[src/common/isx_consts.vh]
// Constants for the indirect store and miscellaneous instruction unit
`ifndef ISX_CONSTS_VH
`define ISX_CONSTS_VH
`define PTR_WIDTH        16
`define PTR_RESET        16'h0000
`define OPTION_RESET     8'hff
`define ADDR_RESET       16'h0000
`define DATA_RESET       8'h00
`define STATUS_RESET     8'h00
`define CAUSE_RESET      1'b1
`define ACC_WIDTH        8
`define MODE_PREINC      2'h0
`define MODE_PREDEC      2'h1
`define MODE_POSTINC     2'h2
`define MODE_POSTDEC     2'h3
`define OP_IDLE          3'h0
`define OP_STORE_MODE    3'h1
`define OP_STORE_OFFSET  3'h2
`define OP_OPTION        3'h3
`define OP_SOFT_RESET    3'h4
`endif

[src/rtl/indirect_store_misc_instr.v]
// Execution unit for indirect store, option load, software reset and idle
//
// Operation
// - Window register accesses target pointer address; this unit has no window register, only the store forms use the pointers
// - Store accumulator, update pointer per code
// - Offset form: pointer plus signed offset
// - Sixteen-bit pointer wraps at both ends
// - No status flag changes
// - Option load copies accumulator, one cycle
// - Soft reset resets device, clears cause flag
`timescale 1ns/1ps
`include "isx_consts.vh"
module indirect_store_misc_instr (
  input  wire        ref_clk,
  input  wire        sys_rst,
  input  wire        instr_valid,
  input  wire [2:0]  instr_op,
  input  wire        ptr_sel,
  input  wire [1:0]  pointer_update_code,
  input  wire [5:0]  offset,
  input  wire [7:0]  acc,
  input  wire [7:0]  status_in,
  output reg         mem_we,
  output reg  [15:0] mem_addr,
  output reg  [7:0]  mem_wdata,
  output reg  [15:0] ptr0,
  output reg  [15:0] ptr1,
  output reg  [7:0]  option_reg,
  output reg  [7:0]  status_out,
  output reg         soft_reset_cause_flag,
  output reg         device_reset_req,
  output reg         done
);
  // ----------------------------------------
  // Sizing
  // ----------------------------------------
  // Two pointers; the bank and its one-hot select are sized from this
  localparam PTR_COUNT = 2;

  // ----------------------------------------
  // Instruction decode
  // ----------------------------------------
  // Opcode match gated by the valid strobe; every strobe below shares it
  function op_hit;
    input       valid;
    input [2:0] op;
    input [2:0] code;
    begin
      op_hit = valid && (op == code);
    end
  endfunction

  // only listed opcodes act
  // Idle and undefined codes match no strobe, so they only pulse done
  wire store_mode_hit   = op_hit(instr_valid, instr_op, `OP_STORE_MODE);
  wire store_offset_hit = op_hit(instr_valid, instr_op, `OP_STORE_OFFSET);
  wire option_hit       = op_hit(instr_valid, instr_op, `OP_OPTION);
  wire soft_reset_hit   = op_hit(instr_valid, instr_op, `OP_SOFT_RESET);
  wire is_store         = store_mode_hit || store_offset_hit;
  // Form select ignores valid; the write strobe alone gates the effect
  wire offset_form      = (instr_op == `OP_STORE_OFFSET);

  // ----------------------------------------
  // Pointer bank
  // ----------------------------------------
  // Both pointers sit in one indexed pair so the update path is shared
  wire [15:0]          ptr_cur  [0:PTR_COUNT-1];
  wire [15:0]          ptr_next [0:PTR_COUNT-1];
  wire [PTR_COUNT-1:0] ptr_hit;
  wire [15:0]          cur_ptr;
  wire [15:0]          eff_addr;
  wire [15:0]          ptr_after;

  assign ptr_cur[0] = ptr0;
  assign ptr_cur[1] = ptr1;
  assign cur_ptr    = ptr_cur[ptr_sel];
  // One-hot write select; at most one pointer moves per store
  assign ptr_hit    = {is_store && ptr_sel, is_store && !ptr_sel};

  // ----------------------------------------
  // Address calculation
  // ----------------------------------------
  // Shared adder pair; only the selected pointer is ever presented
  // Post forms write at the old address, pre forms at the moved one
  ptr_adjust u_adj (
    .ptr                 (cur_ptr),
    .pointer_update_code (pointer_update_code),
    .use_offset          (offset_form),
    .offset              (offset),
    .eff_addr            (eff_addr),
    .ptr_after           (ptr_after)
  );

  genvar gi;
  generate
    for (gi = 0; gi < PTR_COUNT; gi = gi + 1) begin : g_ptr_next
      assign ptr_next[gi] = ptr_hit[gi] ? ptr_after : ptr_cur[gi];
    end
  endgenerate

  // ----------------------------------------
  // Memory write port
  // ----------------------------------------
  // Address and data hold their last values between stores, so a
  // downstream capture may sample them late without a second strobe
  reg        mem_we_next;
  reg [15:0] mem_addr_next;
  reg [7:0]  mem_wdata_next;

  always @* begin
    mem_we_next    = 1'b0;
    mem_addr_next  = mem_addr;
    mem_wdata_next = mem_wdata;
    if (is_store) begin
      mem_we_next    = 1'b1;
      mem_addr_next  = eff_addr;
      mem_wdata_next = acc;
    end
  end

  always @(posedge ref_clk) begin
    if (sys_rst) begin
      mem_we    <= 1'b0;
      mem_addr  <= `ADDR_RESET;
      mem_wdata <= `DATA_RESET;
    end else begin
      mem_we    <= mem_we_next;
      mem_addr  <= mem_addr_next;
      mem_wdata <= mem_wdata_next;
    end
  end

  // ----------------------------------------
  // Pointer registers
  // ----------------------------------------
  // Pointer moves at the same edge that raises the write strobe
  always @(posedge ref_clk) begin
    if (sys_rst) begin
      ptr0 <= `PTR_RESET;
      ptr1 <= `PTR_RESET;
    end else begin
      ptr0 <= ptr_next[0];
      ptr1 <= ptr_next[1];
    end
  end

  // ----------------------------------------
  // Option configuration
  // ----------------------------------------
  // Loaded value stays until the next option load or reset
  reg [7:0] option_next;

  always @* begin
    option_next = option_reg;
    if (option_hit) begin
      option_next = acc;
    end
  end

  always @(posedge ref_clk) begin
    if (sys_rst) begin
      option_reg <= `OPTION_RESET;
    end else begin
      option_reg <= option_next;
    end
  end

  // ----------------------------------------
  // Status pass-through
  // ----------------------------------------
  // One register stage only; nothing in this unit may alter a flag,
  // so the byte leaves exactly as it arrived one cycle earlier
  always @(posedge ref_clk) begin
    if (sys_rst) begin
      status_out <= `STATUS_RESET;
    end else begin
      status_out <= status_in;
    end
  end

  // ----------------------------------------
  // Software reset and cause flag
  // ----------------------------------------
  // The flag is cleared here and set again by sys_rst. If the system
  // feeds the reset request straight back into sys_rst the cleared
  // value is lost, so the source must be latched outside this unit.
  reg flag_next;
  reg reset_req_next;

  always @* begin
    flag_next      = soft_reset_cause_flag;
    reset_req_next = 1'b0;
    if (soft_reset_hit) begin
      flag_next      = 1'b0;
      reset_req_next = 1'b1;
    end
  end

  always @(posedge ref_clk) begin
    if (sys_rst) begin
      soft_reset_cause_flag <= `CAUSE_RESET;
      device_reset_req      <= 1'b0;
    end else begin
      soft_reset_cause_flag <= flag_next;
      device_reset_req      <= reset_req_next;
    end
  end

  // ----------------------------------------
  // Completion strobe
  // ----------------------------------------
  // Every accepted word, known or not, finishes in a single cycle
  always @(posedge ref_clk) begin
    if (sys_rst) begin
      done <= 1'b0;
    end else begin
      done <= instr_valid;
    end
  end
endmodule

[src/rtl/ptr_adjust.v]
// Effective address and pointer update calculator
`timescale 1ns/1ps
`include "isx_consts.vh"
module ptr_adjust (
  input  wire [15:0] ptr,
  input  wire [1:0]  pointer_update_code,
  input  wire        use_offset,
  input  wire [5:0]  offset,
  output reg  [15:0] eff_addr,
  output reg  [15:0] ptr_after
);
  reg [15:0] inc;
  reg [15:0] dec;
  always @* begin
    inc = ptr + 16'h0001;
    dec = ptr - 16'h0001;
    eff_addr = ptr;
    ptr_after = ptr;
    if (use_offset) begin
      eff_addr = ptr + {{10{offset[5]}}, offset};
    end else begin
      case (pointer_update_code)
        `MODE_PREINC: begin
          eff_addr = inc;
          ptr_after = inc;
        end
        `MODE_PREDEC: begin
          eff_addr = dec;
          ptr_after = dec;
        end
        `MODE_POSTINC: begin
          ptr_after = inc;
        end
        default: begin
          ptr_after = dec;
        end
      endcase
    end
  end
endmodule

[config.mk]
export PLATFORM = sky130hd
export DESIGN_NAME = indirect_store_misc_instr
export DESIGN_NICKNAME = d
export VERILOG_FILES = /design/src/rtl/indirect_store_misc_instr.v /design/src/rtl/ptr_adjust.v
export VERILOG_INCLUDE_DIRS = /design/src /design/src/common
export SDC_FILE = /design/constraint.sdc
export NUM_CORES = 1
export LEC_CHECK = 0
export BUFFER_PORTS_ARGS = -buffer_cell sky130_fd_sc_hd__buf_2
export CAP_MARGIN = 20
export CORE_UTILIZATION = 40
export DETAILED_ROUTE_END_ITERATION = 10
export HOLD_SLACK_MARGIN = 0.02
export PLACE_DENSITY = 0.68
export REMOVE_ABC_BUFFERS = 1
export SLEW_MARGIN = 20
export SYNTH_ARGS = -nofsm -noshare
export SYNTH_HDL_FRONTEND = slang
export SYNTH_HIERARCHICAL = 1
export SYNTH_SLANG_ARGS = --single-unit
[constraint.sdc]
create_clock -name ref_clk -period 3.7 [get_ports ref_clk]
set_clock_uncertainty 0.15 [all_clocks]
set_input_delay 0.185 -clock ref_clk [delete_from_list [all_inputs] [get_ports ref_clk]]
set_output_delay 0.185 -clock ref_clk [all_outputs]
set_load 0.03 [all_outputs]
# ---- After elaboration in Yosys (flattened, before gate mapping)
# Cells that the tools add are included.
dict set report word_totals {
  reg_bits 76
  wordCells 40
  in_bits 31
  out_inout_bits 76
}
dict set report op_classes {
  reduce_logical 10
  eq_ne 6
  muxes 9
  bitwise_logic 1
  addsub 3
  n_lt_le_gt_ge 1
}
# op count
set op_table {}
lappend op_table {{16-bit two-way mux} 6}
lappend op_table {{16-bit case mux with 2 select lines} 1}
lappend op_table {{16-bit by 1-bit adder with 16-bit output, second input constant} 1}
lappend op_table {{16-bit adder} 1}
lappend op_table {{16-bit by 1-bit subtractor with 16-bit output, second input constant} 1}
lappend op_table {{3-bit by 2-bit == test with 1-bit output, second input constant} 2}
lappend op_table {{1-bit logical AND} 6}
lappend op_table {{3-bit by 1-bit == test with 1-bit output, second input constant} 1}
lappend op_table {{3-bit == test, second input constant} 1}
lappend op_table {{2-bit by 1-bit == test with 1-bit output, second input constant} 1}
lappend op_table {{2-bit == test, second input constant} 1}
lappend op_table {{2-bit greater-or-equal comparator, second input constant} 1}
lappend op_table {{2-bit zero test} 1}
lappend op_table {{1-bit two-way mux} 2}
lappend op_table {{1-bit NOT with 2-bit output} 1}
lappend op_table {{2-bit OR reduction} 1}
lappend op_table {{1-bit zero test} 1}
lappend op_table {{1-bit logical OR} 1}

# ---- Longest topological paths before layout
dict set report depth {
  ltp_word 7
  ltp_mapped 14
  depth_no_buf 12
}

# ---- Cells and area by module
# Netlist, hierarchy kept.
# module cells_each n_inst seq_area_each_um2 area_each_um2
set modules_own_cells {}
lappend modules_own_cells {indirect_store_misc_instr 311 1 1521.5 3261.9}
lappend modules_own_cells {ptr_adjust 253 1 0.0 1697.9}

# ---- Worst setup path after synthesis
# No wires, ideal clock.
dict set report synth_timing {
  path_type {input to register}
  start {in ptr_sel}
  end {reg mem_addr[9]}
  setup_slack_ns 0.585
  required_time_ns 3.478
  arrival_time_ns 2.894
  path_buffers 3
  setup_time_ns 0.072
  stages 12
  cell_sequence {clkbuf_1 > buf_2 > mux2_2 > buf_6 > or4_4 > or4_4 > a21oi_2 > xor2_1 > nor2_1 > a21oi_1 > nand2b_1 > mux2i_1}
}
dict set report synth_via {
  elab_chain_cells 7
  word_cells_on_any_way 9
  classes_between {add/sub: 3; mux: 5; bitwise: 1}
}
# element line
set synth_rtl {}
lappend synth_rtl {{start, declared} indirect_store_misc_instr.v:18} ;# input wire ptr_sel,
lappend synth_rtl {{1-bit NOT with 2-bit output (not written as such) (*)} indirect_store_misc_instr.v:76} ;# assign cur_ptr = ptr_cur[ptr_sel];
lappend synth_rtl {{16-bit two-way mux (not written as such) (*) (3 in a row)} indirect_store_misc_instr.v:76}
lappend synth_rtl {{named net cur_ptr[5]} indirect_store_misc_instr.v:70} ;# wire [15:0] cur_ptr;
lappend synth_rtl {{16-bit by 1-bit subtractor with 16-bit output / 16-bit by 1-bit adder with 16-bit output (equally long branches)} {ptr_adjust.v:16, ptr_adjust.v:15}}
lappend synth_rtl {{16-bit case mux with 2 select lines} ptr_adjust.v:22} ;# case (pointer_update_code)
lappend synth_rtl {{16-bit two-way mux (*)} ptr_adjust.v:19} ;# if (use_offset) begin
lappend synth_rtl {{named net eff_addr[9]} indirect_store_misc_instr.v:71} ;# wire [15:0] eff_addr;
lappend synth_rtl {{end signal, assigned} indirect_store_misc_instr.v:124} ;# mem_addr <= `ADDR_RESET;
lappend synth_rtl {{end signal, assigned} indirect_store_misc_instr.v:128} ;# mem_addr <= mem_addr_next;
lappend synth_rtl {{end, declared} indirect_store_misc_instr.v:24} ;# output reg [15:0] mem_addr,
# Mark *: on every way through the listed nets, which the timed path passes. The rest lies on a longest branch. The select of a mux whose other input is x is not followed.
# A chain may end at the register's enable or synchronous reset.

# ---- Worst setup path after layout
dict set report layout_timing {
  start {in ptr_sel}
  end {reg mem_addr[11]}
}
# The elaborated chain is that of the path after synthesis.

==> results.yml <==
worst_setup_path:
  cp_max_fo: 18
  start_kind: "primary input"
  regToRegSetupSlack_ns: 0.85
  crit_top_cell: "mux2i_1"
  crit_type: "in2reg"
  crit_path_max_incr_delay_ns: 0.66
  endpoint_kind: "flop"
  cp_slowest_cell: "or4b_1"
  crit_chain: "buf_2, mux2_2, or4b_1, nor4b_4, mux2i_1, or4_1, nand4_1, nand2b_1, mux2i_1"
  r2r_cells: 8
  required_ns: 3.82
  rr_startpoint: "ptr1[4]"
  crit_arrival_ns: 2.98
  r2r_end: "mem_addr[11]"
power:
  power.total_mw: 2.23
  ir_drop_uv: 212
  leakage_nw: 2.75
  p_per_area_mw_per_mm2: 369
timing:
  timing.hold.ws_ns: 0.0768
  final-hold-violation-count: 0
  rsz0062_at_grt: "no"
  maxSlewViolCount: 0
  post-route-period-util_pct: 77.3
  setup_viol: 0
  relSlewSlack_pct: 62.0
  worstMarginPinSlew_ns: 0.567
  fmax_mhz: 350
  layout_min_cycle_time_ns: 2.86
floorplan:
  start_util_pct: 41.1
  rows: 40
  ioPinCount: 107
  coreArea_mm2: 0.0121
  die_y_um: 113
  die_area_mm2: 0.0128
  die_w_um: 113
global_route:
  grt_pass1_vias: 4147
  grt_overflow_total: 0
  grt_start_max_net_pins: 81
  grt_pass1_wl_um: 19700
  grt_usage_pct: 18.9
  antenna_found_initial: 0
  use_met3_pct: 3.32
  grt_use_met1_pct: 23.8
  busiest_layer: "met2"
  met2_usage_pct: 32.3
logic_synthesis:
  ys.flop_type: "dfxtp_1"
  seq_area_frac_synth_pct: 30.7
  synth_edf_count: 0
  ys_ff_latch: 76
  yosys.area_share.adder_pct: 4.69
  synth_area_leaders: "dfxtp_1 31%, mux2i_1 13%, nand2b_1 12%"
  ys_types: 56
  synth_mux_area_share_pct: 16.1
  postSynthCellCount: 564
  yosysTopAreaCell: "dfxtp_1"
  synthXorXnorAreaFrac_pct: 6.71
  postSynthAreaPerCell_um2: 8.79
  synthesis.area_mm2: 0.00496
  synth_top_area_share_pct: 30.7
  synth_compound_area_share_pct: 8.73
  yosys.area_share.simple_pct: 28.6
  synth_top_cells_by_count: "97 x nand2b_1, 76 x dfxtp_1, 62 x mux2i_1"
  async_reset_ff_share_pct: 0
  ys_warn_count: 6
  synth_top_family_by_area: "simple AND/OR/NAND/NOR gates"
  synth.most_common_cell: "nand2b_1"
clocking:
  cts_hold_buffers: 17
  post-cts-setup-buffer-count: 0
  cts.sinks: 76
  cts_made_buffers: 9
  cts-htree-levels: 3
  clock_latency_ns: 0.34
  clockRootBuffer: "clkbuf_16"
  cts_buffer_depth: 2
  cts_tree: "done"
  clk_pin_slew_ns: 0.06
  cts_resized: 0
place:
  dp_hpwl_um: 8450
  io_buffers: 106
  gp_congestion: 0.829
hold_path:
  hp-class: "in2reg"
  holdPathStages: 3
  hold_path.startpoint: "instr_op[2]"
  min_to: "soft_reset_cause_flag"
routing:
  num_vias: 4212
  drtIter0Drc: 231
  postRouteAntennaNets: 0
  drt-pass1-iter-count: 5
  post_drt_wl_per_cell_um: 14.2
  vias_per_cell: 5.02
  routed_wl_um: 11900
  drc_errors: 0
layout:
  fillCellCount: 1151
  area_growth_pct: 21.9
  antenna_cells: 0
  post-route-util_pct: 50.1
  nets: 715
  drive_gt1_share_pct: 22.8
  reg.largest.list: "mem_addr x16, ptr0 x16, ptr1 x16"
job:
  cap_viol_max_count: 0
run_status:
  outcome: "complete, no violations"
[how the worst max path moves through the flow]
stage / cells past startpoint / from / to / slack, ns
finish: 9 / ptr_sel / mem_addr[11] / 0.84
global route: 12 / ptr0[0] / mem_addr[12] / 0.58
floorplan: 7 / instr_op[2] / mem_addr[15] / -0.44
detailed placement: 9 / ptr_sel / mem_addr[11] / 0.53
CTS: 9 / ptr_sel / mem_addr[11] / 0.86
global placement: 13 / ptr_sel / mem_addr[12] / 0.60
[where the power goes]
| group | internal (mW) | switching [mW] | total, mW |
|---|---|---|---|
| clock | 0.533 | 0.383 | 0.917 |
| combinational | 0.185 | 0.265 | 0.450 |
| sequential | 0.847 | 0.0152 | 0.862 |
[cells in the final DEF, fill, tap and decap left out, types with 6 or more instances in the layout]
cell,n
nor2_1,38
ha_1,17
o21ai_0,6
a31oi_1,6
buf_2,106
nor2b_1,12
nand3b_1,11
mux2_2,16
a21oi_1,26
dfxtp_1,76
o21a_1,6
inv_1,6
buf_4,6
nand3_1,7
nand2b_1,97
xor2_1,24
nor3_1,9
xnor2_1,14
clkbuf_16,9
nand2_1,30
dlygate4sd3_1,17
mux2i_1,62
[cell type report]
| class | instances | area [µm²] | area share, % |
|---|---|---|---|
| Sequential cell | 76 | 1520 | 25.2 |
| Timing Repair Buffer | 129 | 746 | 12.3 |
| Multi-Input combinational cell | 443 | 3230 | 53.5 |
| Clock buffer | 9 | 225 | 3.73 |
| Tap cell | 168 | 210 | 3.48 |
| Inverter | 7 | 26.3 | 0.435 |
| Clock inverter | 7 | 82.6 | 1.37 |
[routing by layer]
| metal | part of all wire [%] | wire length [µm] |
|---|---|---|
| met4 | 1.1 | 134 |
| met5 | 0 | 0 |
| met3 | 5.5 | 654 |
| met2 | 46 | 5530 |
| met1 | 47 | 5620 |
[critical path: cells and delay by family]
family | cells | cell delay [ns]
AND/OR/NAND/NOR | 5 | 1.62
buffers and inverters | 1 | 0.36
multiplexers | 3 | 0.81
[cell families (layout without fill, tap and decap cells)]
group / after synthesis / in the layout
adders and majority gates: 18 / 18
DFF: 76 / 76
xor gates and xnor gates: 38 / 38
AOI/OAI and AO/OA: 68 / 68
muxes: 78 / 78
buffers and inverters: 45 / 152
and+or+nand+nor: 241 / 241
[metrics by stage]
step	setup WS [ns]	TNS [ns]	cell area, µm²	std cells
after floorplan	-0.442	-1.49	4760	526
after global placement	0.600	0	5570	806
after detailed placement	0.528	0	5570	806
after CTS	0.856	0	6050	839
after global routing	0.581	0	6050	839
final	0.841	0	6050	839
(Power assumes the default switching activity.)
